### src/inc/per_regs.svh
// What this block does
// - async events synchronized before synchronous subchannel
// - synchronizer delay two to three clock cycles
// - one event output pin per port
// - each user selects its channel by register
// - one generator per channel, register selected
// - after reset no channel has a generator
// - async events routed combinationally, between edges
// - async routing works with clock stopped
// - sync pulse lasts exactly one clock cycle
// - async pulse lasts one foreign clock cycle
// - sync level may last many cycles
// - async level from unclocked or foreign source
// - periodic taps divide by 64 through 8192
// - lookup table outputs are async levels
// - comparator output is async level
// - baud and host clocks: sync, two cycles
// - each channel has async and sync subchannel
// - six independent parallel channels
`ifndef PER_REGS_SVH
`define PER_REGS_SVH

// ==========================================================
// register map, byte addresses
`define PER_CHAN_BASE     8'h00
`define PER_CHAN_LAST     8'h14
`define PER_USER_BASE     8'h20
`define PER_USER_LAST     8'h3c
`define PER_PIN_BASE      8'h40
`define PER_PIN_LAST      8'h48
`define PER_STATUS        8'h50

// ==========================================================
// sizes and select codes
`define PER_NCHAN         6
`define PER_NUSER         8
`define PER_NPIN          3
`define PER_NASYNC        23
`define PER_NSYNC         8
`define PER_SEL_NONE      6'h00
`define PER_GEN_SYNC_BASE 6'h18
`define PER_GEN_LAST      6'h1f
`define PER_USEL_NONE     3'h0
`define PER_USEL_LAST     3'h6
`define PER_ZERO32        32'h0000_0000

`endif

### src/inc/per_pkg.sv
`include "per_regs.svh"

package per_pkg;

    // ======================================================
    // generator bundles
    // async generators, select codes 1..23 in reverse order, periodic_tap bit0 is code 1
    typedef struct packed {
        logic [1:0] rtc_pulse;           // overflow, compare
        logic [7:0] pin_level;           // port pins
        logic       comparator_out;      // follows comparator
        logic [3:0] lookup_table_output; // config dependent
        logic [7:0] periodic_tap;        // bit0 div_min .. bit7 div_max
    } per_async_gen_s;

    // clocked generators, select codes 24..31
    typedef struct packed {
        logic [2:0] timer_pulse;
        logic [2:0] adc_pulse;
        logic       spi_host_clock;
        logic       serial_baud_clock;
    } per_sync_gen_s;

    typedef enum {PER_REG_NONE, PER_REG_CHAN, PER_REG_USER,
                  PER_REG_PIN, PER_REG_STATUS} per_reg_e;

    typedef struct packed {
        per_reg_e   kind;
        logic [2:0] idx;
    } per_dec_s;

    // ======================================================
    // decoders shared by the datapath and its checks
    function automatic logic per_is_sync(logic [5:0] sel);
        per_is_sync = (sel >= `PER_GEN_SYNC_BASE) && (sel <= `PER_GEN_LAST);
    endfunction : per_is_sync

    function automatic logic per_pick_async(logic [22:0] v, logic [5:0] sel);
        per_pick_async = 1'b0;
        if (sel != `PER_SEL_NONE && sel < `PER_GEN_SYNC_BASE) begin
            per_pick_async = v[5'(sel - 6'h01)];
        end
    endfunction : per_pick_async

    function automatic logic per_pick_sync(logic [7:0] v, logic [5:0] sel);
        per_pick_sync = 1'b0;
        if (per_is_sync(sel)) begin
            per_pick_sync = v[3'(sel - `PER_GEN_SYNC_BASE)];
        end
    endfunction : per_pick_sync

    function automatic logic per_pick_chan(logic [5:0] v, logic [2:0] sel);
        per_pick_chan = 1'b0;
        if (sel != `PER_USEL_NONE && sel <= `PER_USEL_LAST) begin
            per_pick_chan = v[sel - 3'h1];
        end
    endfunction : per_pick_chan

    function automatic per_dec_s per_decode(logic [7:0] a);
        per_decode.kind = PER_REG_NONE;
        per_decode.idx  = a[4:2];
        if (a[1:0] == 2'h0) begin
            if (a <= `PER_CHAN_LAST) begin
                per_decode.kind = PER_REG_CHAN;
            end else if (a >= `PER_USER_BASE && a <= `PER_USER_LAST) begin
                per_decode.kind = PER_REG_USER;
            end else if (a >= `PER_PIN_BASE && a <= `PER_PIN_LAST) begin
                per_decode.kind = PER_REG_PIN;
            end else if (a == `PER_STATUS) begin
                per_decode.kind = PER_REG_STATUS;
            end
        end
    endfunction : per_decode

endpackage : per_pkg

### src/hdl/per_sync.sv
`timescale 1ns/1ns
`default_nettype none
`include "per_regs.svh"

// two front stages per channel; the router's own flop is the third
module per_sync import per_pkg::*; (
    input  wire logic                     pclk,
    input  wire logic                     presetn,
    input  wire logic [`PER_NCHAN-1:0]    async_in,
    output logic      [`PER_NCHAN-1:0]    meta_q
);

    logic [`PER_NCHAN-1:0] stage1;

    // ======================================================
    // front stages; stage1 feeds stage2 only
    genvar c;
    generate
        for (c = 0; c < `PER_NCHAN; c++) begin : g_ch
            always_ff @(posedge pclk or negedge presetn) begin
                if (!presetn) begin
                    stage1[c] <= 1'b0;
                    meta_q[c] <= 1'b0;
                end else begin
                    stage1[c] <= async_in[c];
                    meta_q[c] <= stage1[c];
                end
            end
        end
    endgenerate

endmodule : per_sync

`default_nettype wire

### src/hdl/per_amux.sv
`timescale 1ns/1ns
`default_nettype none
`include "per_regs.svh"

// purely combinational so edges pass with the clock stopped
module per_amux import per_pkg::*; (
    input  wire logic [`PER_NASYNC-1:0] avec,
    input  wire logic [5:0]             chan_sel [`PER_NCHAN],
    output logic      [`PER_NCHAN-1:0]  chan_async
);

    // ======================================================
    // one generator per channel, none gives low
    genvar c;
    generate
        for (c = 0; c < `PER_NCHAN; c++) begin : g_ch
            assign chan_async[c] = per_pick_async(avec, chan_sel[c]);
        end
    endgenerate

endmodule : per_amux

`default_nettype wire

### src/hdl/per_router.sv
`timescale 1ns/1ns
`default_nettype none
`include "per_regs.svh"

module per_router import per_pkg::*; (
    input  wire logic                   pclk,
    input  wire logic                   presetn,
    input  wire logic                   psel,
    input  wire logic                   penable,
    input  wire logic                   pwrite,
    input  wire logic [7:0]             paddr,
    input  wire logic [31:0]            pwdata,
    output logic      [31:0]            prdata,
    output logic                        pready,
    output logic                        pslverr,
    input  wire per_async_gen_s         gen_async,
    input  wire per_sync_gen_s          gen_sync,
    output logic      [`PER_NCHAN-1:0]  chan_async_sub,
    output logic      [`PER_NCHAN-1:0]  chan_sync_sub,
    output logic      [`PER_NUSER-1:0]  user_async_evt,
    output logic      [`PER_NUSER-1:0]  user_sync_evt,
    output logic      [`PER_NPIN-1:0]   event_pin_output
);

    // ======================================================
    // state

    logic [5:0]              chan_sel [`PER_NCHAN];
    logic [2:0]              user_sel [`PER_NUSER];
    logic [2:0]              pin_sel  [`PER_NPIN];
    logic [`PER_NASYNC-1:0]  avec;
    logic [`PER_NSYNC-1:0]   svec;
    logic [`PER_NCHAN-1:0]   meta_q;
    per_dec_s                dec;
    logic                    wr_done;
    logic [31:0]             next_rdata;

    // ======================================================
    // generator bundles
    // taps, tables, comparator and pins are async levels,
    // rtc pulses async pulses of a foreign clock
    assign avec = gen_async;
    // baud and host clocks are clocked levels of two cycles
    assign svec = gen_sync;

    // ======================================================
    // async subchannels
    // no flop on this path so sleep without clock still routes
    per_amux u_amux (
        .avec       (avec),
        .chan_sel   (chan_sel),
        .chan_async (chan_async_sub)
    );

    // ======================================================
    // synchronizer front for async sources
    per_sync u_sync (
        .pclk     (pclk),
        .presetn  (presetn),
        .async_in (chan_async_sub),
        .meta_q   (meta_q)
    );

    // ======================================================
    // sync subchannels
    // clocked sources take one flop so a pulse stays one cycle;
    // async sources take the third synchronizer stage here,
    // giving two to three cycles from the event
    always_ff @(posedge pclk or negedge presetn) begin
        if (!presetn) begin
            chan_sync_sub <= '0;
        end else begin
            for (int c = 0; c < `PER_NCHAN; c++) begin
                if (chan_sel[c] == `PER_SEL_NONE) begin
                    chan_sync_sub[c] <= 1'b0;
                end else if (per_is_sync(chan_sel[c])) begin
                    chan_sync_sub[c] <= per_pick_sync(svec, chan_sel[c]);
                end else begin
                    chan_sync_sub[c] <= meta_q[c];
                end
            end
        end
    end

    // ======================================================
    // user multiplexers
    // async users see the channel between edges
    genvar u;
    generate
        for (u = 0; u < `PER_NUSER; u++) begin : g_user
            assign user_async_evt[u] =
                per_pick_chan(chan_async_sub, user_sel[u]);
        end
    endgenerate

    // sync users get a registered copy, one cycle later
    always_ff @(posedge pclk or negedge presetn) begin
        if (!presetn) begin
            user_sync_evt <= '0;
        end else begin
            for (int i = 0; i < `PER_NUSER; i++) begin
                user_sync_evt[i] <=
                    per_pick_chan(chan_sync_sub, user_sel[i]);
            end
        end
    end

    // ======================================================
    // event pins, forwarded without detection
    genvar p;
    generate
        for (p = 0; p < `PER_NPIN; p++) begin : g_pin
            assign event_pin_output[p] =
                per_pick_chan(chan_async_sub, pin_sel[p]);
        end
    endgenerate

    // ======================================================
    // apb slave
    // one wait-free access: answer prepared in setup,
    // write taken on the completing edge only
    assign dec     = per_decode(paddr);
    assign wr_done = psel && penable && pready && pwrite;

    // read mux
    always_comb begin
        next_rdata = `PER_ZERO32;
        case (dec.kind)
            PER_REG_CHAN: begin
                next_rdata[5:0] = chan_sel[dec.idx];
            end
            PER_REG_USER: begin
                next_rdata[2:0] = user_sel[dec.idx];
            end
            PER_REG_PIN: begin
                next_rdata[2:0] = pin_sel[dec.idx[1:0]];
            end
            PER_REG_STATUS: begin
                // synced levels only; raw async would be unsafe to read
                next_rdata[`PER_NCHAN-1:0] = chan_sync_sub;
            end
            default: begin
                next_rdata = `PER_ZERO32;
            end
        endcase
    end

    // handshake and answer
    always_ff @(posedge pclk or negedge presetn) begin
        if (!presetn) begin
            pready  <= 1'b0;
            pslverr <= 1'b0;
            prdata  <= `PER_ZERO32;
        end else if (psel && !penable) begin
            pready  <= 1'b1;
            pslverr <= (dec.kind == PER_REG_NONE);
            prdata  <= pwrite ? `PER_ZERO32 : next_rdata;
        end else begin
            pready  <= 1'b0;
            pslverr <= 1'b0;
            prdata  <= `PER_ZERO32;
        end
    end

    // channel generator selects, cleared by reset
    always_ff @(posedge pclk or negedge presetn) begin
        if (!presetn) begin
            for (int c = 0; c < `PER_NCHAN; c++) begin
                chan_sel[c] <= `PER_SEL_NONE;
            end
        end else if (wr_done && dec.kind == PER_REG_CHAN) begin
            chan_sel[dec.idx] <= pwdata[5:0];
        end
    end

    // user channel selects
    always_ff @(posedge pclk or negedge presetn) begin
        if (!presetn) begin
            for (int i = 0; i < `PER_NUSER; i++) begin
                user_sel[i] <= `PER_USEL_NONE;
            end
        end else if (wr_done && dec.kind == PER_REG_USER) begin
            user_sel[dec.idx] <= pwdata[2:0];
        end
    end

    // pin channel selects
    always_ff @(posedge pclk or negedge presetn) begin
        if (!presetn) begin
            for (int i = 0; i < `PER_NPIN; i++) begin
                pin_sel[i] <= `PER_USEL_NONE;
            end
        end else if (wr_done && dec.kind == PER_REG_PIN) begin
            pin_sel[dec.idx[1:0]] <= pwdata[2:0];
        end
    end

    logic any_chan_sel;

    // helper: any channel connected
    always_comb begin
        any_chan_sel = 1'b0;
        for (int c = 0; c < `PER_NCHAN; c++) begin
            any_chan_sel = any_chan_sel | (chan_sel[c] != `PER_SEL_NONE);
        end
    end

    genvar k;
    generate
        for (k = 0; k < `PER_NCHAN; k++) begin : g_chk

        end
    endgenerate
endmodule : per_router

`default_nettype wire

### config.mk
export PLATFORM = sky130hd
export DESIGN_NAME = per_router
export DESIGN_NICKNAME = d
export VERILOG_FILES = /design/src/inc/per_pkg.sv /design/src/hdl/per_sync.sv /design/src/hdl/per_amux.sv /design/src/hdl/per_router.sv
export VERILOG_INCLUDE_DIRS = /design/src /design/src/inc
export SDC_FILE = /design/constraint.sdc
export NUM_CORES = 1
export LEC_CHECK = 0
export ABC_CLOCK_PERIOD_IN_PS = 9400
export BUFFER_PORTS_ARGS = -buffer_cell sky130_fd_sc_hd__buf_2
export CAP_MARGIN = 20
export CELL_PAD_IN_SITES_DETAIL_PLACEMENT = 1
export CELL_PAD_IN_SITES_GLOBAL_PLACEMENT = 1
export CORE_UTILIZATION = 49
export DETAILED_ROUTE_END_ITERATION = 7
export PLACE_DENSITY_LB_ADDON = 0.1
export SYNTH_ARGS = -nofsm -noshare
export SYNTH_HDL_FRONTEND = slang
export SYNTH_SLANG_ARGS = --single-unit
### constraint.sdc
create_clock -name pclk -period 9.4 [get_ports pclk]
set_input_delay 0.47 -clock pclk [delete_from_list [all_inputs] [get_ports pclk]]
set_output_delay 0.47 -clock pclk [all_outputs]
set_load 0.03 [all_outputs]
# Word-level counts from Yosys, hierarchy flattened
# Cells that the tools add are included.
# classes
n_addsub	23
order_cmp	61
eq_ne	8
mux	128
n_bitwise	2
n_reduce_logical	60
# op_table
operator	count
32-bit by 2-bit equality test with 1-bit output, second input constant	3
32-bit by 3-bit equality test with 1-bit output, second input constant	3
1-bit binary-select mux with 3-bit select	25
1-bit 2-to-1 mux	70
3-bit by 4-bit < comparator with 1-bit output, second input constant	17
3-bit by 1-bit subtractor with 3-bit output, second input constant	17
36-bit bitwise mux	1
6-bit by 5-bit greater-or-equal comparator with 1-bit output, second input constant	6
6-bit by 5-bit less-or-equal comparator with 1-bit output, second input constant	6
6-bit zero test	6
5-bit by 6-bit < comparator with 1-bit output, second input constant	6
6-bit by 5-bit < comparator with 1-bit output, second input constant	6
6-bit nonzero test	6
1-bit logical AND	34
3-bit less-or-equal comparator, second input constant	11
3-bit 2-to-1 mux	11
3-bit nonzero test	11
32-bit by 1-bit equality test with 1-bit output, second input constant	1
32-bit zero test	1
1-bit binary-select mux with 5-bit select	6
6-bit 2-to-1 mux	5
5-bit by 1-bit subtractor with 5-bit output, second input constant	6
24-bit bitwise mux	1
6-bit binary-select mux with 3-bit select	1
22 further kinds	22
# totals
ff_bits	129
input_bits	76
out_inout_bits	65
word_cells	316

# Depth between registers and ports, before layout
# Gate-level depths: netlist of run 1.
# logic_depth
word_depth	10
depth_mapped	12
ltp_nobuf	9

# Modules after synthesis
# A second synthesis of run 1 with hierarchy kept.
# unflattened
cells_unflattened	784
hier_area_um2	8583.2
# modules_own_cells
module	instances	cells_per_inst	area_per_inst_um2	seq_area_each_um2
per_router	1	575	6448.7	2277.2
per_amux	1	197	1834.3	0.0
per_sync	1	12	300.3	300.3

# Least setup slack after synthesis of run 1
# No wires, ideal clock.
# synth_timing
kind	reg2out
from	reg chan_sel[18] (netlist name)
to	out user_async_evt[0]
t_arrival_ns	3.045
required_ns	8.930
setup_slack_ns	5.885
path_stages_with_launch	13
path_buffers	3
cell_sequence	dfrtp_1 > buf_1 > inv_1 > ha_1 > clkbuf_1 > mux2_2 > a2111oi_0 > o32a_1 > a211o_1 > or2_1 > buf_6 > nand3b_2 > a32o_1
# synth_between
elab_chain_len	7
word_cells_on_any_way	10
classes_between	add/sub (1); order compare (1); mux (6); reduce/logical (2)
# synth_lines
item	line	text
start, declared	per_router.sv:28	logic [5:0] chan_sel [`PER_NCHAN];
start signal, assigned by index	per_router.sv:169	chan_sel[c] <= `PER_SEL_NONE;
start signal, assigned by index	per_router.sv:172	chan_sel[dec.idx] <= pwdata[5:0];
5-bit by 1-bit subtractor with 5-bit output	per_pkg.sv:41	per_pick_async = v[5'(sel - 6'h01)];
1-bit binary-select mux with 5-bit select	per_pkg.sv:41	
1-bit 2-to-1 mux (not written as such)	per_pkg.sv:41	
1-bit 2-to-1 mux *	per_pkg.sv:40	if (sel != `PER_SEL_NONE && sel < `PER_GEN_SYNC_BASE) begin
1-bit binary-select mux with 3-bit select *	per_pkg.sv:55	per_pick_chan = v[sel - 3'h1];
1-bit 2-to-1 mux (not written as such) *	per_pkg.sv:55	
1-bit 2-to-1 mux *	per_pkg.sv:54	if (sel != `PER_USEL_NONE && sel <= `PER_USEL_LAST) begin
end, declared	per_router.sv:20	output logic [`PER_NUSER-1:0] user_async_evt,
# Every way passes the cells marked *; elsewhere a longest branch is shown, timed or not. The select of a mux whose other input is x is not followed.

# Worst setup path in the final report of run 1
# layout_timing
from	reg chan_sel[30] (netlist name)
to	out event_pin_output[2]
# layout_between
elab_chain_len	7
word_cells_on_any_way	10
classes_between	add/sub (1); order compare (1); mux (6); reduce/logical (2)
# layout_lines
item	line	text
5-bit by 1-bit subtractor with 5-bit output	per_pkg.sv:41	
1-bit binary-select mux with 5-bit select	per_pkg.sv:41	
1-bit 2-to-1 mux (not written as such)	per_pkg.sv:41	
1-bit 2-to-1 mux *	per_pkg.sv:40	
1-bit binary-select mux with 3-bit select *	per_pkg.sv:55	
1-bit 2-to-1 mux (not written as such) *	per_pkg.sv:55	
1-bit 2-to-1 mux *	per_pkg.sv:54	
end, declared	per_router.sv:22	output logic [`PER_NPIN-1:0] event_pin_output
# Marked as above.

==> results of run 1 <==
[final cells by class]
cell class,instances,area (um^2)
fillers,2009,8344
multi-input cells,643,5798
flip-flops and latches,103,2577
repair buffers,91,469.2
well taps,229,286.5
inverters,61,229.0
clock buffers,9,225.2
clock inverters,7,95.09
[flip-flops by register name, summed over array words and instances (netlist names)]
name and flops:
chan_sync_sub 6, pin_sel 9, u_sync.stage1 6, prdata 6, user_sel 24, user_sync_evt 8, u_sync.meta_q 6, chan_sel 36
pready 1, pslverr 1
[worst paths after layout]
check                                            from                          to  slack, ns  cells past startpoint
max                          chan_sel[30]$_DFFE_PN0P_         event_pin_output[2]       4.49                     10
min                                           presetn  u_sync.meta_q[4]$_DFF_PN0_       0.02                      1
max reg2reg                  chan_sel[30]$_DFFE_PN0P_  u_sync.stage1[0]$_DFF_PN0_       5.73                      7
min reg2reg                u_sync.stage1[0]$_DFF_PN0_  u_sync.meta_q[0]$_DFF_PN0_       0.35                      0
max in group asynchronous                     presetn    chan_sel[15]$_DFFE_PN0P_       8.07                      2
min in group pclk                             penable           pslverr$_DFF_PN0_       0.30                      2
[cell usage after synthesis (10+ instances only)]
cell and count:
nor3_1 23, nor2_1 61, nor2b_1 13, dfrtp_1 103, a31oi_1 10, nand3b_1 10
a211oi_1 10, mux4_2 55, a21oi_1 27, o21ai_0 30, mux2i_1 42, mux2_2 64
xor2_1 11, buf_4 40, inv_1 58, nand2_1 40, nand3_1 22, clkbuf_1 29
ha_1 41
[cell families after synthesis]
family	count (synthesis)
and+or+nand+nor	233
muxes	175
AOI/OAI and AO/OA	151
buffers and inverters	147
DFF	103
adders and majority gates	41
xor gates and xnor gates	17
other	1
[critical path, delay by kind of cell (launching register included)]
family	cells	cell delay, ns
multiplexers	1	0.55
adder cells (fa/ha/maj)	1	0.32
XOR/XNOR	1	0.28
flip-flops	1	0.68
AO/OA/AOI/OAI	3	1.30
buffers and inverters	2	0.36
AND/OR/NAND/NOR	2	0.58
[stage by stage]
stage,cells,instance area (um^2)
finish,1143,9681
global route,1143,9681
CTS,1142,9669
detailed placement,1126,9349
global placement,1126,9349
floorplan,893,9136
[power groups by stage]
stage                     logic [mW]  registers (mW)  clock network (mW)
after floorplan               0.0710           0.456                   0
after global placement         0.108           0.456                   0
after detailed placement       0.112           0.457                   0
after CTS                      0.112           0.448               0.413
after global routing           0.121           0.448               0.431
final                          0.114           0.448               0.408
[layer usage]
metal  up-vias  wire length (um)  global-route usage
met1      3769             12300              0.4342
met2       308             13790              0.5086
met3        57              1942             0.05629
met5         -                 0                   0
met4         0               695              0.1008
li1       3271                 -                   -
==> out/results.ini, run 1 <==
[run_status]
status = completed

[synth]
synth_cells = 868
synth-seq-cells = 103
synth_fa_ha_area_frac = 0.05673
synth_area_leader_cell = dfrtp_1
synth_simple_gate_area_frac = 0.1385
async_reset_ff_frac = 1.000
ys_types = 76
synth-edff-count = 0
synth_top_family_by_area = multiplexers
ys.flop_type = dfrtp_1
synth_area_leaders = dfrtp_1, mux4_2, mux2_2, ha_1, mux2i_1
syn-mean-instance-area_um2 = 10.42
synth_top_area_share = 0.2850
synth_compound_area_frac = 0.1215
synthXorXnorAreaFrac = 0.02228
yosys_warnings = 0
syn_area_um2 = 9042
ys_seq_area_frac = 0.2850
synth_mux_area_frac = 0.2906

[grt]
grt_pass1_wl_um = 44500
grt_use_total = 0.3175
grt_max_degree = 78
grt_pass1_vias = 7705
antenna_found_initial = 0
globalRouteOverflowTotal = 0

[clocking]
ctsResizeCount = 0
cts_setup_buffers = 0
clockBufferDepth = 2
root_buffer = clkbuf_16
clk_latency_ns = 0.37
tritoncts = built
clock_tree.htree_level_count = 3
cts-hold-fix-buffers = 0
clkTransAtPathRegs_ns = 0.08
cts_buffers = 9
clock_sinks = 103

[final_layout]
final_nets = 1026
drive_gt1_frac = 0.2845
antenna_cells = 0
areaGrowthSynthToFinish_pct = 7.057
layout_commonest_cell = dfrtp_1
final_util = 0.5371
layout.cells.most_common_list = dfrtp_1, buf_2, mux2_2

[power_and_ir_drop]
power_mw = 0.9695
switchingPower_mw = 0.2727
pwr-share-seq = 0.462
leakagePower_nw = 4.297
clockPowerShare = 0.421
p_int_mw = 0.6969
power_frac_comb = 0.117
peakVddDrop_mv = 0.1141
p_per_area_nw_per_um2 = 100.2
switching_share = 0.2812

[sta]
grt_setup_unrepaired = no
setup_viol = 0
slew_headroom = 0.2057
worst_pin_slew_ns = 1.188
min_period_over_period = 0.5225
setup_tns_ns = 0
holdWs_ns = 0.02061
max_freq_mhz = 203.6
period_needed_ns = 4.911
fin_worst_skew_ns = 0.01288
final_max_slew_viol_count = 0
hold_violations = 0
timing.final.ws_setup_ns = 4.489

[detailed_routing]
drt-wirelength-per-cell_um = 25.13
initialDrtViolationCount = 527
firstDrtPassIters = 5
drc = 0
wl_um = 28730
via_count = 7405
vias_per_cell = 6.479
drtAntennaViolNets = 0

[floorplanning]
dieWidth_um = 137.8
fp.dieH_um = 137.8
core_area_um2 = 18020
io-pin-count = 141
num_rows = 49
die_area_um2 = 19000
initial_core_util = 0.5017

[placement]
routabilityCongestion = 0.9091
portBuffers = 88
dpl_worst_slack_ns = 4.887
place_hpwl_um = 20630

[hold_path]
min_path_type = input pin to asynchronous set/reset pin

[critical_path]
cp_slowest_stage_delay_ns = 0.96
crit_chain = inv_1, ha_1, xor2_2, mux4_2, or3_1, a31oi_2, nand3_1, o2111ai_1, o311ai_1, buf_2
crit_path_end_kind = primary output
critPathKind = flop to primary output
cp_max_fo = 12
crit_arrival_ns = 4.44
setup.worst_path.start_class = flop
cp_slowest_cell = a31oi_2
required_ns = 8.93

[run]
cap_violations = 0

Power figures use the tool's default switching activity.
==> run 2: changes to the inputs <==
Settings changed: ABC_AREA set to 1, ABC_CLOCK_PERIOD_IN_PS 9400 to 4700, CORE_UTILIZATION 49 to 41.
Clock period 9.4 ns to 4.7 ns, I/O delays scaled along.
==> run 2 against run 1 <==
Cell count is 50% higher. Count of clock-buffer cells in the layout is 1 higher. Register-to-register slack worse by 4.1 ns. Power is 98% higher. Die area is 18% higher. Sequential share of layout area is 0.17 points higher. Critical path depth is 4 higher. Final area is 0.63% lower. Core utilization is 8.4 points lower. Largest power group unchanged. Highest routed layer unchanged.
==> out/results.ini, run 2 <==
[critical_path]
cp_slowest_stage_delay_ns = 0.76  ; -0.20 ns
critPathLaunch = chan_sel[0]$_DFFE_PN0P_
cp_slowest_cell = dfrtp_1
required_ns = 4.47  ; -4.46 ns
crit_cells = 14  ; +4
endpoint = event_pin_output[1]
cp_max_fo = 22  ; +10
crit_chain = inv_2, ha_1, inv_1, nand3_1, nand3_1, nand3_1, a21oi_2, nand3_1, nand2_1, nand2_1, nand2_1, nand2_1, nor2_1, buf_2
critPathKind = flop to primary output
r2r_slack_ns = 1.66  ; -4.07 ns
crit_path_end_kind = primary output
crit_arrival_ns = 3.85  ; -0.59 ns
crit_family = simple AND/OR/NAND/NOR gates
regToRegEndpoint = u_sync.stage1[2]$_DFF_PN0_
crit_buf_inv = 3  ; +1
setup.worst_path.start_class = flop
reg2reg_depth = 10  ; +3
rr_startpoint = chan_sel[18]$_DFFE_PN0P_

[detailed_routing]
drc = 0  ; unchanged
firstDrtPassIters = 5  ; unchanged
drt-wirelength-per-cell_um = 19.24  ; -23%
wl_um = 33020  ; +15%
vias_per_cell = 5.667  ; -13%
drtAntennaViolNets = 0  ; unchanged
initialDrtViolationCount = 635  ; +20%
via_count = 9725  ; +31%

[final_layout]
top_register = chan_sel
areaGrowthSynthToFinish_pct = 7.615
largest_reg_flops = 36  ; unchanged
drive_gt1_frac = 0.09091  ; -0.1936
final_nets = 1553  ; +51%
layout.cells.most_common_list = nand2_1, nand3_1, inv_1
top_regs = chan_sel: 36 flops, user_sel: 24 flops, pin_sel: 9 flops
antenna_cells = 0  ; unchanged
layout_commonest_cell = nand2_1

[floorplanning]
initial_core_util = 0.4212  ; -0.08044
dieWidth_um = 149.7  ; +8.6%
io-pin-count = 141  ; unchanged
fp.dieH_um = 149.7  ; +8.6%
die_area_um2 = 22400  ; +18%
core_area_um2 = 21220  ; +18%
num_rows = 53  ; +8.2%

[synth]
syn-mean-instance-area_um2 = 6.403  ; -39%
synth_most_common_cell = nand2_1
synth_cells = 1396  ; +61%
synth_area_leaders = dfrtp_1, nand2_1, nand3_1, o21ai_0, inv_1
ys.flop_type = dfrtp_1
yosys_warnings = 0  ; unchanged
synth_area_leader_cell = dfrtp_1
synth_top_area_share = 0.2884  ; +0.003312
synth_common_cells = nand2_1, nand3_1, inv_1
syn_area_um2 = 8939  ; -1.1%
ys_seq_area_frac = 0.2884  ; +0.003312
synth-seq-cells = 103  ; unchanged
async_reset_ff_frac = 1.000  ; unchanged
ys_types = 39  ; -49%
synth-edff-count = 0  ; unchanged

[placement]
dpl_worst_slack_ns = 1.091  ; -3.796 ns
place_hpwl_um = 24590  ; +19%
routabilityCongestion = 0.9458  ; +4.0%
portBuffers = 88  ; unchanged

[grt]
grt_pass1_vias = 9379  ; +22%
grt_pass1_wl_um = 51740  ; +16%
antenna_found_initial = 0  ; unchanged
globalRouteOverflowTotal = 0  ; unchanged
grt_use_total = 0.3035  ; -0.01401
grt_max_degree = 58  ; -26%

[power_and_ir_drop]
clockPowerShare = 0.404  ; -0.017
p_per_area_nw_per_um2 = 199.5  ; +99%
peakVddDrop_mv = 0.1573  ; +38%
switching_share = 0.3021  ; +0.02081
power_mw = 1.920  ; +98%
leakagePower_nw = 4.725  ; +10%
switchingPower_mw = 0.5798  ; +110%
power_frac_comb = 0.130  ; +0.013
pwr-share-seq = 0.466  ; +0.004
p_int_mw = 1.340  ; +92%

[sta]
final_max_slew_viol_count = 0  ; unchanged
fin_worst_skew_ns = 0.009573  ; -0.003304 ns
period_needed_ns = 4.090
grt_setup_unrepaired = no
min_period_over_period = 0.8701
timing.final.ws_setup_ns = 0.6104  ; -3.879 ns
slew_headroom = 0.3963  ; +0.1907
worst_pin_slew_ns = 0.9033  ; -0.2844 ns
setup_tns_ns = 0  ; unchanged
setup_viol = 0  ; unchanged
hold_violations = 0  ; unchanged
max_freq_mhz = 244.5

[clocking]
root_buffer = clkbuf_16
clkTransAtPathRegs_ns = 0.08  ; about the same
clock_sinks = 103  ; unchanged
cts_buffers = 9  ; unchanged
clk_latency_ns = 0.37  ; about the same
clock_tree.htree_level_count = 3  ; unchanged
clockBufferDepth = 2  ; unchanged
tritoncts = built

[hold_path]
min_path_type = input pin to flop

[run_status]
status = completed

[run]
cap_violations = 0  ; unchanged

==> run 2: changes by cell type in the layout (fill, tap and decap cells not counted), moves of 21 or more <==
cell     delta
inv_1      +87
nor2_1     +21
mux2_2     -64
nand2_1   +350
o21ai_0    +96
nand3_1   +219
mux4_2     -55
mux2i_1    -42
==> run 2: worst min-delay path by stage <==
| stage | to | cells after the start | start | slack [ns] |
|---|---|---|---|---|
| 6_report | pready$_DFF_PN0_ | 2 | penable | 0.04 |
| 3_3_place_gp | u_sync.meta_q[3]$_DFF_PN0_ | 1 | presetn | 0.33 |
| 5_1_grt | pready$_DFF_PN0_ | 2 | penable | 0.04 |
| 2_1_floorplan | chan_sel[0]$_DFFE_PN0P_ | 0 | presetn | -0.06 |
| 4_1_cts | pready$_DFF_PN0_ | 2 | penable | 0.03 |
| 3_5_place_dp | chan_sync_sub[3]$_DFF_PN0_ | 1 | presetn | 0.34 |
==> run 2: power by group through the flow <==
stage / clock [mW] / combinational (mW) / sequential, mW
after floorplan: 0 / 0.152 / 0.912
after global placement: 0 / 0.242 / 0.912
after detailed placement: 0 / 0.246 / 0.912
after CTS: 0.797 / 0.247 / 0.894
after global routing: 0.826 / 0.273 / 0.895
final: 0.775 / 0.250 / 0.895
==> run 2: metrics by stage <==
stage	hold slack (ns)	utilization	cells	instance area (um^2)
5_1_grt	0.04382	0.4533	1716	9619
4_1_cts	0.02906	0.4533	1716	9619
2_1_floorplan	-0.06059	-	1421	9032
3_3_place_gp	0.3338	0.4387	1699	9310
6_report	0.04192	0.4533	1716	9619
3_5_place_dp	0.3363	0.4387	1699	9310
==> run 2: kinds of logic (layout without fill, tap and decap cells) <==
family,Yosys count,in the layout,synth area share
AOI/OAI and AO/OA,251,251,0.1590
and+or+nand+nor,731,731,0.3474
buffers and inverters,250,270,0.1288
xor gates and xnor gates,19,19,0.01862
adders and majority gates,41,41,0.05739
DFF,103,103,0.2884
other,1,26,0.0004195
==> run 2: repair_timing <==
item                                    in CTS  in global routing
hold buffers                                 1                  0
buffers inserted                             0                  0
endpoints found under the hold margin       56                  0
endpoints found under the setup margin       0                  0
resized for setup                            0                  0
==> run 2: layout make-up <==
class	count	area (um^2)
Fill cell	2938	11600
Multi-Input combinational cell	1068	5304
Sequential cell	103	2577
Inverter	159	596.8
Timing Repair Buffer	95	498.0
Tap cell	275	344.1
Clock buffer	10	239.0
Clock inverter	6	60.06
==> run 2: metal layers <==
metal  vias up  part of all wire  global-route usage  wire (um)
li1       4642                 -                   -          -
met1      4765              0.48              0.4415      15930
met2       282              0.44              0.4720      14560
met3        36             0.061             0.04238       2013
met4         0             0.016             0.06970        516
met5         -                 0                   0          0
